$ cat config.mk
export PLATFORM = sky130hd
export DESIGN_NAME = ufm_serial_port
export DESIGN_NICKNAME = d
export VERILOG_FILES = /design/src/design/ufm_pkg.sv /design/src/design/ufm_serial_port.sv
export SDC_FILE = /design/constraint.sdc
export NUM_CORES = 1
export LEC_CHECK = 0
export CORE_MARGIN = 2
export CORE_UTILIZATION = 45
export CTS_BUF_LIST = sky130_fd_sc_hd__clkbuf_4
export DETAILED_ROUTE_END_ITERATION = 12
export DONT_BUFFER_PORTS = 1
export HOLD_SLACK_MARGIN = 0.02
export PLACE_DENSITY_LB_ADDON = 0.15
export SLEW_MARGIN = 20
export SYNTH_ARGS = -nofsm -noshare
export SYNTH_HDL_FRONTEND = slang
export SYNTH_SLANG_ARGS = --single-unit
$ cat constraint.sdc
create_clock -name I_CLK -period 4.55 [get_ports I_CLK]
set_clock_uncertainty 0.1 [all_clocks]
set_input_delay 0.455 -clock I_CLK [delete_from_list [all_inputs] [get_ports I_CLK]]
set_output_delay 0.455 -clock I_CLK [all_outputs]
set_load 0.03 [all_outputs]
$ cat src/design/ufm_pkg.sv
package ufm_pkg;
	// register byte offsets
	localparam logic [7:0] OFS_CTRL = 8'h00;
	localparam logic [7:0] OFS_STAT = 8'h04;
	localparam logic [7:0] OFS_BUF = 8'h08;

	// control field positions
	localparam int CTRL_MODE_LO = 0;
	localparam int CTRL_RX_EN = 2;
	localparam int CTRL_ADDR_FILT = 3;
	localparam int CTRL_SYNC_RATE = 4;
	localparam int CTRL_RATE_DBL = 5;
	localparam int CTRL_TX_NINTH = 6;
	localparam logic [6:0] CTRL_RESET = 7'h00;

	// status field positions
	localparam int STAT_RX_DONE = 0;
	localparam int STAT_TX_DONE = 1;
	localparam int STAT_RX_NINTH = 2;
	localparam int STAT_TX_BUSY = 3;
	localparam int STAT_RX_BUSY = 4;

	// mode 0 shift clock dividers
	localparam logic [3:0] M0_DIV_SLOW = 4'hc;
	localparam logic [3:0] M0_DIV_FAST = 4'h2;
	localparam logic [3:0] M0_BITS = 4'h8;

	// mode 2 prescale to the 16x tick: 64/16 and 32/16
	localparam logic [1:0] M2_PRE_SLOW = 2'h3;
	localparam logic [1:0] M2_PRE_FAST = 2'h1;

	// 16x oversampling
	localparam logic [3:0] DIV16_TOP = 4'hf;
	localparam logic [3:0] SMP_A = 4'h7;
	localparam logic [3:0] SMP_B = 4'h8;
	localparam logic [3:0] SMP_C = 4'h9;

	// frame lengths in bits
	localparam logic [3:0] FRAME_10 = 4'ha;
	localparam logic [3:0] FRAME_11 = 4'hb;
	localparam logic [3:0] RX_LAST_BIT = 4'h9;

	typedef enum logic [1:0] {
		MODE_SYNC = 2'b00,
		MODE_ASYNC10 = 2'b01,
		MODE_FIXED11 = 2'b10,
		MODE_TIMED11 = 2'b11
	} ufm_mode_e;
endpackage

$ cat src/design/ufm_serial_port.sv
// The implementer's own choices: the register addresses and the APB slave port.
`timescale 1ns/1ps
// How it works
// - mode field: 00 sync, 01 async 10-bit, 10 fixed 11-bit, 11 timed 11-bit
// - a buffer write starts a transmission of the written byte unless a send or a mode 0 shift is in progress
// - mode 0 receive starts when receive flag clear and receive enabled
// - async receive starts on a start bit, only if flag clear and enabled
// - mode 0 frame is 8 bits lsb first on rx pin, clock on tx pin
// - mode 0 shift rate is clock/12, or clock/2 with sync rate select
// - mode 0 send starts next clock; data changes on falling edge, zero fill
// - after 8 bits mode 0 send stops and transmit flag sets next clock
// - mode 0 receive latches on rising edge, shifts left, flag sets next clock
// - mode 1 frame: start, 8 data lsb first, stop into receive ninth bit
// - modes 1 and 3 bit rate is timer overflow rate divided by 16
// - async send begins after the next wrap of the divide-by-16 counter
// - async send: start, data, stop; transmit flag sets as stop goes out
// - receive samples at 16x and resets its divider on a falling edge
// - each received bit is majority of samples at states 7, 8 and 9
// - start bit voted high is discarded and the receiver rearms
// - mode 1 load only if flag clear and filter off or stop bit high
// - mode 2 frame has programmable ninth bit copied at buffer write
// - mode 2 bit rate is clock/64, or clock/32 with rate double
// - modes 2/3 load data and ninth bit, gated by flag and address filter
// - mode 3 is mode 2 framing with timer-derived bit rate
module ufm_serial_port (
	// clock, reset, enable
	input wire logic I_CLK,
	input wire logic I_RST,
	input wire logic I_CE,
	// apb slave
	input wire logic I_PSEL,
	input wire logic I_PENABLE,
	input wire logic I_PWRITE,
	input wire logic [7:0] I_PADDR,
	input wire logic [31:0] I_PWDATA,
	output logic [31:0] O_PRDATA,
	output logic O_PREADY,
	output logic O_PSLVERR,
	// baud timer overflow strobe
	input wire logic I_BAUD_TICK,
	// serial pins
	input wire logic I_RXD,
	output logic O_RXD,
	output logic O_RXD_OE,
	output logic O_TXD
);
	function automatic logic [7:0] rev8(input logic [7:0] v);
		logic [7:0] r;
		r = 8'h00;
		for (int i = 0; i < 8; i++) begin
			r[i] = v[7 - i];
		end
		return r;
	endfunction

	logic [6:0] ctrl_q;
	logic ri_q;
	logic ti_q;
	logic rb8_q;
	logic [7:0] rx_buf_q;
	logic [31:0] prdata_q;

	logic rxd_s1_q;
	logic rxd_s2_q;
	logic rxd_prev_q;

	logic [10:0] tx_sh_q;
	logic txd_q;
	logic tx_pend_q;
	logic tx_run_q;
	logic [3:0] tx_left_q;
	logic [3:0] tx_div_q;
	logic [1:0] pre_q;

	logic m0_run_q;
	logic m0_tx_q;
	logic m0_fin_q;
	logic [3:0] m0_cnt_q;
	logic [3:0] m0_bit_q;

	logic rx_run_q;
	logic [3:0] rx_div_q;
	logic [3:0] rx_bit_q;
	logic smp_a_q;
	logic smp_b_q;
	logic [8:0] rx_sh_q;

	// register fields
	wire ufm_pkg::ufm_mode_e mode = ufm_pkg::ufm_mode_e'(ctrl_q[1:0]);
	wire rx_en = ctrl_q[ufm_pkg::CTRL_RX_EN];
	wire addr_filt = ctrl_q[ufm_pkg::CTRL_ADDR_FILT];
	wire sync_rate = ctrl_q[ufm_pkg::CTRL_SYNC_RATE];
	wire rate_dbl = ctrl_q[ufm_pkg::CTRL_RATE_DBL];
	wire tx_ninth = ctrl_q[ufm_pkg::CTRL_TX_NINTH];
	wire is_sync = (mode == ufm_pkg::MODE_SYNC);
	wire is_m1 = (mode == ufm_pkg::MODE_ASYNC10);
	wire is_m2 = (mode == ufm_pkg::MODE_FIXED11);

	// apb decode
	// no wait states; unmapped offsets read zero and flag an error
	wire sel_ctrl = (I_PADDR == ufm_pkg::OFS_CTRL);
	wire sel_stat = (I_PADDR == ufm_pkg::OFS_STAT);
	wire sel_buf = (I_PADDR == ufm_pkg::OFS_BUF);
	wire mapped = sel_ctrl | sel_stat | sel_buf;
	wire setup = I_PSEL & ~I_PENABLE & I_CE;
	wire access = I_PSEL & I_PENABLE & I_CE;
	wire wr = access & I_PWRITE;
	wire wr_ctrl = wr & sel_ctrl;
	wire wr_stat = wr & sel_stat;
	wire wr_buf = wr & sel_buf;

	// a write while a frame is in flight is dropped to protect the frame
	wire async_tx_act = tx_pend_q | tx_run_q;
	wire tx_busy = async_tx_act | (m0_run_q & m0_tx_q);
	wire tx_start = wr_buf & ~tx_busy & ~m0_run_q;

	// 16x tick: timer strobe, or fixed prescale in mode 2
	wire [1:0] pre_top = rate_dbl ? ufm_pkg::M2_PRE_FAST : ufm_pkg::M2_PRE_SLOW;
	wire pre_wrap = (pre_q == pre_top);
	wire tick = is_m2 ? pre_wrap : I_BAUD_TICK;
	// one free-running divider: send timing ignores when the buffer was written
	wire tx_wrap = tick & (tx_div_q == ufm_pkg::DIV16_TOP);
	// mode 1 ninth slot carries the stop bit; the count is 10 bits in mode 1 and 11 in modes 2 and 3
	wire [3:0] frame_len = is_m1 ? ufm_pkg::FRAME_10 : ufm_pkg::FRAME_11;

	// mode 0 bit period
	wire [3:0] m0_div = sync_rate ? ufm_pkg::M0_DIV_FAST : ufm_pkg::M0_DIV_SLOW;
	wire [3:0] m0_last = m0_div - 4'h1;
	wire [3:0] m0_rise = {1'b0, m0_div[3:1]} - 4'h1;
	wire m0_rise_now = m0_run_q & (m0_cnt_q == m0_rise);
	wire m0_fall_now = m0_run_q & (m0_cnt_q == m0_last);
	wire m0_done = m0_fall_now & (m0_bit_q == ufm_pkg::M0_BITS - 4'h1);
	// flag still pending in m0_fin_q must also block a restart
	wire m0_rx_start = is_sync & ~m0_run_q & ~m0_fin_q & rx_en & ~ri_q & ~tx_start;

	// shift clock opens low so the first bit gets a full period
	wire m0_go = (tx_start & is_sync) | m0_rx_start;
	// back to idle high on the last falling edge instead of one cycle low
	wire m0_clk_hold = m0_rise_now | (txd_q & ~m0_fall_now);
	wire m0_clk_d = m0_go ? 1'b0 : ((m0_run_q & ~m0_done) ? m0_clk_hold : 1'b1);

	// async receive
	wire rxd_fall = rxd_prev_q & ~rxd_s2_q;
	wire rx_arm = ~is_sync & rx_en & ~ri_q & ~rx_run_q & rxd_fall;
	wire vote = (smp_a_q & smp_b_q) | (smp_a_q & rxd_s2_q) | (smp_b_q & rxd_s2_q);
	wire rx_decide = rx_run_q & tick & (rx_div_q == ufm_pkg::SMP_C);
	wire rx_false_start = rx_decide & (rx_bit_q == 4'h0) & vote;
	wire rx_last = rx_decide & (rx_bit_q == ufm_pkg::RX_LAST_BIT);
	// last bit is the stop in mode 1 and the ninth bit in modes 2 and 3
	wire async_load = rx_last & ~ri_q & (~addr_filt | vote);
	wire m0_rx_load = m0_fin_q & ~m0_tx_q;
	wire rx_load = async_load | m0_rx_load;

	// flag events
	wire async_stop_out = tx_run_q & tx_wrap & (tx_left_q == 4'h1);
	wire ti_set = async_stop_out | (m0_fin_q & m0_tx_q);
	wire ri_clr = wr_stat & I_PWDATA[ufm_pkg::STAT_RX_DONE];
	wire ti_clr = wr_stat & I_PWDATA[ufm_pkg::STAT_TX_DONE];

	// read mux
	wire rx_busy = rx_run_q | (m0_run_q & ~m0_tx_q);
	wire [31:0] stat_word = {27'h0, rx_busy, tx_busy, rb8_q, ti_q, ri_q};
	wire [31:0] rd_word = sel_ctrl ? {25'h0, ctrl_q} :
		sel_stat ? stat_word :
		sel_buf ? {24'h0, rx_buf_q} : 32'h0;

	assign O_PRDATA = prdata_q;
	assign O_PREADY = I_PENABLE & I_CE;
	assign O_PSLVERR = I_PSEL & I_PENABLE & ~mapped;
	assign O_TXD = txd_q;
	assign O_RXD = tx_sh_q[0];
	assign O_RXD_OE = m0_run_q & m0_tx_q;

	// read data captured in setup so the access phase has no wait state
	always_ff @(posedge I_CLK or posedge I_RST) begin
		if (I_RST) begin
			prdata_q <= 32'h0;
		end else if (setup) begin
			prdata_q <= rd_word;
		end
	end

	always_ff @(posedge I_CLK or posedge I_RST) begin
		if (I_RST) begin
			ctrl_q <= ufm_pkg::CTRL_RESET;
		end else if (wr_ctrl) begin
			ctrl_q <= I_PWDATA[6:0];
		end
	end

	// write-one-to-clear; a set in the same cycle wins
	always_ff @(posedge I_CLK or posedge I_RST) begin
		if (I_RST) begin
			ri_q <= 1'b0;
			ti_q <= 1'b0;
		end else if (I_CE) begin
			ri_q <= rx_load | (ri_q & ~ri_clr);
			ti_q <= ti_set | (ti_q & ~ti_clr);
		end
	end

	always_ff @(posedge I_CLK or posedge I_RST) begin
		if (I_RST) begin
			rx_buf_q <= 8'h00;
			rb8_q <= 1'b0;
		end else if (I_CE & async_load) begin
			rx_buf_q <= rx_sh_q[8:1];
			rb8_q <= vote;
		end else if (I_CE & m0_rx_load) begin
			// mode 0 receive leaves the ninth bit as it was
			rx_buf_q <= rev8(rx_sh_q[7:0]);
		end
	end

	// pin synchroniser; only the second stage and its one-cycle delayed copy feed logic
	always_ff @(posedge I_CLK or posedge I_RST) begin
		if (I_RST) begin
			rxd_s1_q <= 1'b1;
			rxd_s2_q <= 1'b1;
			rxd_prev_q <= 1'b1;
		end else if (I_CE) begin
			rxd_s1_q <= I_RXD;
			rxd_s2_q <= rxd_s1_q;
			rxd_prev_q <= rxd_s2_q;
		end
	end

	always_ff @(posedge I_CLK or posedge I_RST) begin
		if (I_RST) begin
			pre_q <= 2'h0;
			tx_div_q <= 4'h0;
		end else if (I_CE) begin
			pre_q <= pre_wrap ? 2'h0 : pre_q + 2'h1;
			if (tick) begin
				tx_div_q <= tx_div_q + 4'h1;
			end
		end
	end

	// transmit shifter shared by all modes
	always_ff @(posedge I_CLK or posedge I_RST) begin
		if (I_RST) begin
			tx_sh_q <= 11'h7ff;
		end else if (I_CE) begin
			if (tx_start & is_sync) begin
				tx_sh_q <= {3'h0, I_PWDATA[7:0]};
			end else if (tx_start) begin
				tx_sh_q <= {1'b1, is_m1 | tx_ninth, I_PWDATA[7:0], 1'b0};
			end else if (m0_fall_now & m0_tx_q) begin
				tx_sh_q <= {1'b0, tx_sh_q[10:1]};
			end else if (tx_wrap & async_tx_act) begin
				tx_sh_q <= {1'b1, tx_sh_q[10:1]};
			end
		end
	end

	// async transmit sequencing
	always_ff @(posedge I_CLK or posedge I_RST) begin
		if (I_RST) begin
			tx_pend_q <= 1'b0;
			tx_run_q <= 1'b0;
			tx_left_q <= 4'h0;
		end else if (I_CE) begin
			if (tx_start & ~is_sync) begin
				tx_pend_q <= 1'b1;
			end else if (tx_pend_q & tx_wrap) begin
				tx_pend_q <= 1'b0;
				tx_run_q <= 1'b1;
				tx_left_q <= frame_len - 4'h1;
			end else if (tx_run_q & tx_wrap) begin
				if (tx_left_q == 4'h0) begin
					tx_run_q <= 1'b0;
				end else begin
					tx_left_q <= tx_left_q - 4'h1;
				end
			end
		end
	end

	// tx pin: shift clock in mode 0, serial data otherwise
	always_ff @(posedge I_CLK or posedge I_RST) begin
		if (I_RST) begin
			txd_q <= 1'b1;
		end else if (I_CE) begin
			if (is_sync) begin
				txd_q <= m0_clk_d;
			end else if (tx_wrap & tx_pend_q) begin
				txd_q <= tx_sh_q[0];
			end else if (tx_wrap & tx_run_q) begin
				// shifter has already moved on, so bit 0 is the next bit to send
				txd_q <= (tx_left_q == 4'h0) ? 1'b1 : tx_sh_q[0];
			end
		end
	end

	// mode 0 engine
	// limitation: receive restarts by itself while enabled and the flag is clear
	always_ff @(posedge I_CLK or posedge I_RST) begin
		if (I_RST) begin
			m0_run_q <= 1'b0;
			m0_tx_q <= 1'b0;
			m0_fin_q <= 1'b0;
			m0_cnt_q <= 4'h0;
			m0_bit_q <= 4'h0;
		end else if (I_CE) begin
			m0_fin_q <= m0_done;
			if (tx_start & is_sync) begin
				m0_run_q <= 1'b1;
				m0_tx_q <= 1'b1;
				m0_cnt_q <= 4'h0;
				m0_bit_q <= 4'h0;
			end else if (m0_rx_start) begin
				m0_run_q <= 1'b1;
				m0_tx_q <= 1'b0;
				m0_cnt_q <= 4'h0;
				m0_bit_q <= 4'h0;
			end else if (m0_done) begin
				m0_run_q <= 1'b0;
			end else if (m0_fall_now) begin
				m0_cnt_q <= 4'h0;
				m0_bit_q <= m0_bit_q + 4'h1;
			end else if (m0_run_q) begin
				m0_cnt_q <= m0_cnt_q + 4'h1;
			end
		end
	end

	// async receive sequencing
	// a dropped enable or a change to mode 0 abandons a half received frame
	always_ff @(posedge I_CLK or posedge I_RST) begin
		if (I_RST) begin
			rx_run_q <= 1'b0;
			rx_div_q <= 4'h0;
			rx_bit_q <= 4'h0;
		end else if (I_CE) begin
			if (rx_arm) begin
				rx_run_q <= 1'b1;
				rx_div_q <= 4'h0;
				rx_bit_q <= 4'h0;
			end else if (~rx_en | is_sync | rx_false_start | rx_last) begin
				rx_run_q <= 1'b0;
			end else if (rx_run_q & tick) begin
				rx_div_q <= rx_div_q + 4'h1;
				if (rx_decide) begin
					rx_bit_q <= rx_bit_q + 4'h1;
				end
			end
		end
	end

	// samples and receive shifter
	// the third vote sample is the live synchronised pin, saving a flop
	always_ff @(posedge I_CLK or posedge I_RST) begin
		if (I_RST) begin
			smp_a_q <= 1'b1;
			smp_b_q <= 1'b1;
			rx_sh_q <= 9'h000;
		end else if (I_CE) begin
			if (rx_run_q & tick & (rx_div_q == ufm_pkg::SMP_A)) begin
				smp_a_q <= rxd_s2_q;
			end
			if (rx_run_q & tick & (rx_div_q == ufm_pkg::SMP_B)) begin
				smp_b_q <= rxd_s2_q;
			end
			if (m0_rise_now & ~m0_tx_q) begin
				rx_sh_q <= {rx_sh_q[7:0], rxd_s2_q};
			end else if (rx_decide & (rx_bit_q != 4'h0)) begin
				rx_sh_q <= {vote, rx_sh_q[8:1]};
			end
		end
	end
endmodule

Word level (Yosys, flattened, before mapping)
Cells that the tools add are included.
W data, S select, Z words.

operators by class
  add/subtract/negate cells = 10
  equality and inequality tests = 17
  muxes and demuxes = 53
  bitwise gates (word level) = 95
  reduce and logical (&&, ||, !) cells = 35

operators with widths
  cell                   number
  $mux W4                20
  $and A1 B1 Y1          59
  $mux W11               4
  $mux W8                5
  $add A4 B1 Y4 const B  5
  $mux W1                20
  $reduce_and A2 Y1      10
  $mux W9                2
  $not A1 Y1             18
  $or A1 B1 Y1           18
  $reduce_bool A2 Y1     9
  $eq A4 B4 Y1 const B   4
  $reduce_and A4 Y1      3
  $reduce_bool A4 Y1     3
  $sub A4 B1 Y4 const B  3
  $reduce_and A3 Y1      3
  $reduce_bool A3 Y1     3
  $eq A4 B3 Y1 const B   2
  $eq A4 B4 Y1           2
  $eq A8 B3 Y1 const B   1
  $eq A8 B4 Y1 const B   1
  $logic_not A4 Y1       2
  $logic_not A8 Y1       1
  $eq A4 B1 Y1 const B   1
  9 further kinds        11

word-level totals
  register bits = 108
  bits of input ports = 48
  output and inout bits = 37
  word-level logic and storage cells = 237

Logic depth before layout (Yosys ltp)
Gate-level depths: netlist of the first run.

  depth in word-level cells = 11
  gate-level depth with buffers = 8
  gate-level depth less buffers = 7

Worst setup path after synthesis of the first run
No wires, ideal clock.

  path type = input port to flip-flop
  start point = in I_PADDR[1]
  end point = reg m0_cnt_q[1]
  setup time = 0.125 ns
  arrival = 2.263 ns
  required time = 4.325 ns
  setup slack = 2.063 ns
  stages = 6
  path buffers = 1
  cell sequence = or4_1 > or4_1 > buf_6 > a21o_1 > and3_1 > mux2_2

between the ends
  longest elaborated chain between the ends = 8
  elaborated cells between the ends (all ways) = 12
  classes of those cells = eq/ne: 2; mux: 2; bitwise: 6; reduce/logical: 2

ends and longest elaborated chain
  element                                                 RTL line                source
  start: declaration                                      ufm_serial_port.sv:34   input wire logic [7:0] I_PADDR,
  $eq A8 B4 Y1 *                                          ufm_serial_port.sv:103  wire sel_buf = (I_PADDR == ufm_pkg::OFS_BUF);
  $and A1 B1 Y1 *                                         ufm_serial_port.sv:110  wire wr_buf = wr & sel_buf;
  $and A1 B1 Y1 * (2 in a row)                            ufm_serial_port.sv:115  wire tx_start = wr_buf & ~tx_busy & ~m0_run_q;
  $not A1 Y1                                              ufm_serial_port.sv:134  wire m0_rx_start = is_sync & ~m0_run_q & ~m0_fin_q & rx_en & ~ri_q & ~tx_start;
  $and A1 B1 Y1                                           ufm_serial_port.sv:134
  $ne A3 B1 Y1 (no line) (tied with other cells)          n/a
  $reduce_and A3 Y1 (no line) or $mux W4 (tied branches)  n/a
  end signal: assignment                                  ufm_serial_port.sv:323  m0_cnt_q <= m0_cnt_q + 4'h1;
  end: declaration                                        ufm_serial_port.sv:78   logic [3:0] m0_cnt_q;

Mark *: on every way between the ends. The rest lies on a longest branch, timed or not.
A chain may end at the register's enable or synchronous reset.

Worst setup path in the final report of the first run
  start point = reg tx_pend_q
  end point = reg m0_cnt_q[1]

between the ends
  longest elaborated chain between the ends = 9
  elaborated cells between the ends (all ways) = 13
  classes of those cells = eq/ne: 1; mux: 2; bitwise: 8; reduce/logical: 2

ends and longest elaborated chain
  element                                                 RTL line                source
  start: declaration                                      ufm_serial_port.sv:69   logic tx_pend_q;
  start signal: assignment                                ufm_serial_port.sv:260  tx_pend_q <= 1'b0;
  start signal: assignment                                ufm_serial_port.sv:265  tx_pend_q <= 1'b1;
  start signal: assignment                                ufm_serial_port.sv:267  tx_pend_q <= 1'b0;
  $or A1 B1 Y1 *                                          ufm_serial_port.sv:113  wire async_tx_act = tx_pend_q | tx_run_q;
  $or A1 B1 Y1 *                                          ufm_serial_port.sv:114  wire tx_busy = async_tx_act | (m0_run_q & m0_tx_q);
  $not A1 Y1 *                                            ufm_serial_port.sv:115
  $and A1 B1 Y1 * (2 in a row)                            ufm_serial_port.sv:115
  $not A1 Y1                                              ufm_serial_port.sv:134
  $and A1 B1 Y1                                           ufm_serial_port.sv:134
  $ne A3 B1 Y1 (no line) (tied with other cells)          n/a
  $reduce_and A3 Y1 (no line) or $mux W4 (tied branches)  n/a

Marked as above.

==> results.json, run 1 <==
{
  "status": "finished, final reports clean",
  "path_class": "flip-flop to flip-flop",
  "yosysTopAreaCell": "dfrtp_1",
  "cts_resized": 0,
  "ios": 85,
  "critical_path_buf_inv_count": 0,
  "synthTopCellsByCount": "67 x dfrtp_1, 46 x mux2_2, 44 x nand2_1, 31 x o21ai_0, 27 x mux2i_1",
  "post-synth-top-count-cell": "dfrtp_1",
  "setup_viol": 0,
  "synth_edf_count": 0,
  "worst-path-stages": 5,
  "place.detailed.hpwl_mm": 7.61,
  "r2r-start": "tx_pend_q$_DFFE_PP0P_",
  "slew_headroom_pct": 39.6,
  "nFillCells": 968,
  "cp_max_fo": 28,
  "yosysSeqAreaShare_pct": 44.2,
  "port_buffers": 0,
  "drive_above_1_share_pct": 19.3,
  "dieArea_um2": 11500,
  "antenna_left": 0,
  "cts.sinks": 84,
  "cp-startpoint": "tx_pend_q$_DFFE_PP0P_",
  "irDropWorstVdd_v": 0.000129,
  "timing.rr.end": "m0_cnt_q[1]$_DFFE_PP0P_",
  "fmax_ghz": 0.342,
  "grt_pass1_vias": 3325,
  "htreeDepth": 3,
  "reg2reg_slack_ps": 1630,
  "nNetsFinal": 531,
  "crit_path_max_incr_delay_ps": 820,
  "drc": 0,
  "yosysWarnings": 0,
  "grt_pass1_wl_mm": 17.6,
  "initial_utilization_pct": 46.3,
  "rsz0062_at_grt": "no",
  "hp-class": "primary input to flip-flop",
  "numCtsBuffers": 9,
  "worstPathRequired_ps": 4790,
  "first_pass_iters": 5,
  "clkTransAtPathRegs_ps": 130,
  "die_x_um": 107,
  "initialDrtViolationCount": 227,
  "p_per_area_nw_per_um2": 354,
  "grt-ovfl-total": 0,
  "cp_slowest_cell": "or4_1",
  "crit_path_end": "m0_cnt_q[1]$_DFFE_PP0P_",
  "syn_avg_cell_area_um2": 10.1,
  "yosysUniqueCellTypes": 62,
  "areaGrowthSynthToFinish_pct": 2.86,
  "worstRegToRegCells": 5,
  "die_y_um": 107,
  "cts-root-buf": "clkbuf_4",
  "via_per_inst": 5.59,
  "routabilityCongestion": 0.811,
  "rows": 37,
  "crit_family": "simple AND/OR/NAND/NOR gates",
  "netlist_area_um2": 4810,
  "fin_crit_sh_pct": 64.2,
  "worst_setup_path_start_kind": "flip-flop",
  "path_common_cell": "or4_1",
  "fin_total_pwr_uw": 1750,
  "yosysTopAreaCellShare_pct": 34.9,
  "path_cells": "or4_1 -> or4_1 -> a21o_1 -> and3_1 -> mux2_2",
  "synth.area.top_cells": "dfrtp_1 35%, mux2_2 11%, dfstp_2 9.3%",
  "coreArea_um2": 10400,
  "antenna_found_initial": 0,
  "worstMarginPinSlew_ps": 898,
  "synth_top_flop_cell": "dfrtp_1",
  "hold_viol_final": 0,
  "end_kind": "flip-flop",
  "post_drt_wl_per_cell_um": 17.4,
  "slew_viol_final": 0,
  "synthCells": 475,
  "async_reset_ff_share_pct": 100,
  "grt_max_degree": 62,
  "ff_latch_area_um2": 2120,
  "tritoncts": "yes",
  "dp.cells": 594,
  "setup_tns_ps": 0,
  "wirelength_mm": 10.7,
  "cp.arrival_ps": 3160,
  "finalCriticalPeriod_ps": 2920,
  "cts_max_path_buffers": 2,
  "n_antenna_cell": 0,
  "ys_seq_elements": 84,
  "track_usage_pct": 19.8,
  "multiInputGateArea_um2": 2430,
  "final_cell_count_no_fill": 612,
  "cap_violations": 0,
  "p_leak_uw": 0.00229,
  "clock_latency_ps": 450,
  "vias": 3419
}
## flip-flops by register name (all words and copies together), names as in the netlist, 4 cells and up
register   cells
tx_sh_q       11
rx_div_q       4
rx_bit_q       4
O_PRDATA       8
ctrl_q         7
m0_cnt_q       4
rx_buf_q       8
tx_left_q      4
m0_bit_q       4
tx_div_q       4
rx_sh_q        9
## layout make-up
class / count / share of cell area, %
clock inverters: 4 / 0.329
inverters: 19 / 1.49
repair buffers: 4 / 0.709
clock buffers: 12 / 1.82
multi-input cells: 353 / 49.3
flip-flops and latches: 84 / 43.0
well taps: 136 / 3.44
## per-stage QoR
stage	instance area [µm²]	hold slack (ps)	util [%]	setup WS (ps)
4_1_cts	4930	21.1	47.6	1630
2_1_floorplan	4890	348	-	1860
3_3_place_gp	4820	361	46.4	1570
5_1_grt	4940	31.7	47.7	1500
3_5_place_dp	4820	368	46.4	1540
6_report	4940	46.8	47.7	1630
## worst reg2reg max path: stages, from the launching register on
cell	delay, ps
dfrtp_1	480
or4_1	570
or4_1	820
a21o_1	380
and3_1	200
mux2_2	260
## worst min-delay path by stage
stage / startpoint / end / slack, ps / depth (start not counted)
6_report: I_PWDATA[0] / ctrl_q[0]$_DFFE_PP0P_ / 50 / 1
5_1_grt: I_PWDATA[0] / ctrl_q[0]$_DFFE_PP0P_ / 30 / 1
4_1_cts: I_RST / rx_sh_q[4]$_DFFE_PP0P_ / 20 / 1
3_5_place_dp: tx_sh_q[9]$_DFFE_PP1P_ / tx_sh_q[9]$_DFFE_PP1P_ / 370 / 2
3_3_place_gp: tx_sh_q[9]$_DFFE_PP1P_ / tx_sh_q[9]$_DFFE_PP1P_ / 360 / 2
2_1_floorplan: tx_sh_q[9]$_DFFE_PP1P_ / tx_sh_q[9]$_DFFE_PP1P_ / 350 / 2
## cells in the final DEF (no fill, tap or decap), drive strengths merged, types with 5 or more instances in the layout
master  instances
a21o            5
dfstp          17
o21ai          35
nor2           24
nor3            7
and3            5
nand2          44
mux2i          27
clkbuf         12
nand3          12
xnor2           5
mux2           46
nand4           7
conb           24
ha             12
dfrtp          67
nand2b          6
inv            19
a21oi          24
## layer usage
| layer | part of all wire [%] | up-vias | GRT usage (%) |
|---|---|---|---|
| li1 | - | 1645 | - |
| met1 | 46 | 1677 | 26.2 |
| met2 | 48 | 82 | 32.5 |
| met3 | 4.5 | 15 | 3.33 |
| met4 | 1.9 | 0 | 7.88 |
| met5 | 0 | - | 0 |
## where the power goes
part	switching [µW]	leakage [µW]	internal (µW)
sequential	117	0.00106	867
combinational	212	0.00116	178
clock	251	0.0000638	125
## logic make-up after synthesis
logic type	count (synthesis)	share of synthesized area, %
AND/OR/NAND/NOR	138	14.9
flip-flops	84	44.2
other	1	0.0780
adder cells (fa/ha/maj)	13	3.33
multiplexers	73	16.4
AO/OA/AOI/OAI	98	12.9
buffers and inverters	61	6.95
XOR/XNOR	7	1.28
## what timing repair did
action | 4_1_cts | 5_1_grt
setup buffers | 0 | 0
hold buffers | 1 | 1
endpoints found under the hold margin | 3 | 45
Note: power is estimated with default switching activity, not from simulation.
==> inputs of run 2 (changes only) <==
clock period = 2.54 ns   (was 4.55 ns; I/O delays follow)
==> run 2 against run 1 <==
Effect of this change:
- hold slack improved by 2.8 ps
- final area increased by 6.9%
- clock power increased by 130%
- non-clock buffer count increased by 30
- combinational power increased by 91%
- sequential cell count unchanged
- worst setup slack got worse by 1500 ps
==> results.json, run 2 (synthesized netlist as in run 1, its figures left out) <==
{
  "whs_endpoint": "tx_sh_q[1]$_DFFE_PP1P_",
  "tritoncts": "yes",
  "cap_violations": 0,
  "ios": 85,
  "nNetsFinal": 561,
  "n_antenna_cell": 0,
  "coreArea_um2": 10400,
  "worstRegToRegCells": 6,
  "cp.arrival_ps": 2680,
  "top_register": "tx_sh_q",
  "clock_latency_ps": 450,
  "dieArea_um2": 11500,
  "setup_ws_ps": 97.1,
  "cp_max_fo": 7,
  "min_delay_path_depth": 3,
  "p_per_area_nw_per_um2": 640,
  "irDropWorstVdd_v": 0.000313,
  "crit_path_max_incr_delay_ps": 570,
  "final_common_cell": "dfrtp_1",
  "grt_max_degree": 51,
  "worstMarginPinSlew_ps": 948,
  "cts_max_path_buffers": 2,
  "place.detailed.hpwl_mm": 7.79,
  "antenna_found_initial": 0,
  "drc": 0,
  "grt_pass1_vias": 3601,
  "die_y_um": 107,
  "rsz0062_at_grt": "no",
  "numCtsBuffers": 9,
  "wirelength_mm": 11.2,
  "first_pass_iters": 4,
  "finalCriticalPeriod_ps": 2440,
  "reg2reg_slack_ps": 140,
  "track_usage_pct": 20.8,
  "post_drt_wl_per_cell_um": 17.5,
  "routabilityCongestion": 0.826,
  "drive_above_1_share_pct": 20.9,
  "post-place-ws_ps": 105,
  "port_buffers": 0,
  "vias": 3562,
  "grt_pass1_wl_mm": 18.6,
  "initialDrtViolationCount": 172,
  "initial_utilization_pct": 46.3,
  "areaGrowthSynthToFinish_pct": 9.95,
  "status": "finished, final reports clean",
  "largest_reg_flops": 11,
  "slew_headroom_pct": 36.2,
  "setup_viol": 0,
  "p_leak_uw": 0.00247,
  "path_cells": "or4_1 -> or3_1 -> nor4_4 -> mux2_2 -> dlygate4sd3_1",
  "fmax_ghz": 0.409,
  "path_class": "primary input to flip-flop",
  "end_kind": "flip-flop",
  "die_x_um": 107,
  "layout_common_cells": "67 x dfrtp_1, 46 x mux2_2, 44 x nand2_1, 31 x o21ai_0, 27 x mux2i_1",
  "cp_slowest_cell": "dlygate4sd3_1",
  "worst_setup_path_start_kind": "primary input",
  "worstPathRequired_ps": 2780,
  "slew_viol_final": 0,
  "hold_viol_final": 0,
  "cts.sinks": 84,
  "min_from": "I_PWDATA[1]",
  "rows": 37,
  "timing.rr.end": "tx_left_q[3]$_DFFE_PP0P_",
  "clkTransAtPathRegs_ps": 130,
  "htreeDepth": 3,
  "cts-root-buf": "clkbuf_4",
  "hp-class": "primary input to flip-flop",
  "fin_crit_sh_pct": 96.2,
  "antenna_left": 0,
  "grt-ovfl-total": 0,
  "biggestRegsByFlops": "tx_sh_q: 11 flops, rx_sh_q: 9 flops",
  "setup_tns_ps": 0,
  "r2r-start": "ctrl_q[0]$_DFFE_PP0P_",
  "via_per_inst": 5.55
}
==> run 2: cell count changes in the layout (fill, tap and decap cells not counted), sizes merged <==
cell,change
buf,+11
dlygate4sd3,+19
bufinv,+2
inv,-1
clkbuf,-3
clkinv,+2
==> run 2: through the flow <==
stage	cells	util (%)	power, µW	cell area, µm²	hold slack (ps)
3_5_place_dp	605	47.4	2500	4910	141
5_1_grt	642	51.0	3580	5280	53.0
6_report	642	51.0	3380	5280	49.6
3_3_place_gp	605	47.4	2470	4910	135
4_1_cts	642	50.9	3410	5280	22.4
2_1_floorplan	498	-	2340	4890	306
==> run 2: worst max-delay path by stage <==
stage                                     start                  endpoint  slack [ps]  depth (start not counted)
final                                I_PADDR[1]     ctrl_q[4]$_DFFE_PP0P_         100                          5
after global routing      ctrl_q[0]$_DFFE_PP0P_  tx_left_q[3]$_DFFE_PP0P_         0.9                          6
after detailed placement             I_PADDR[1]   m0_cnt_q[1]$_DFFE_PP0P_         110                          5
after global placement               I_PADDR[1]   m0_cnt_q[1]$_DFFE_PP0P_         130                          5
after floorplan                           I_RST   O_PRDATA[0]$_DFFE_PP0P_          50                          1
after CTS                 tx_pend_q$_DFFE_PP0P_   m0_cnt_q[1]$_DFFE_PP0P_         110                          5
==> run 2: report_power, final <==
part | leakage [µW] | total [µW] | switching [µW] | internal (µW)
registers | 0.00106 | 1760 | 206 | 1550
logic | 0.00132 | 743 | 396 | 347
clock network | 0.0000873 | 880 | 484 | 396
total | 0.00247 | 3380 | 1090 | 2300
==> run 2: layer usage <==
layer  global-route usage, %  vias up  share of wire [%]
li1                        -     1707                  -
met1                    26.6     1765                 45
met2                    34.9       75                 49
met3                    4.24       15                4.4
met4                    7.42        0                1.8
met5                       0        -                  0
==> run 2: cell type report <==
class,count,area (µm²)
clock buffer,9,67.6
clock inverter,7,91.3
sequential,84,2120
fill,954,5090
multi-input combinational,353,2440
timing repair buffer,34,320
inverter,19,72.6
tap,136,170
==> run 2: worst max-delay path: cells and delay by family <==
kind                   cells  cell delay [ps]
muxes                      1              400
and+or+nand+nor            3             1470
buffers and inverters      1              570
==> run 2: timing repair <==
item	in CTS	in global routing
hold buffers	21	0
buffers inserted	0	0
hold endpoints to repair	62	0
gates resized for setup	0	1
endpoints found under the setup margin	0	1
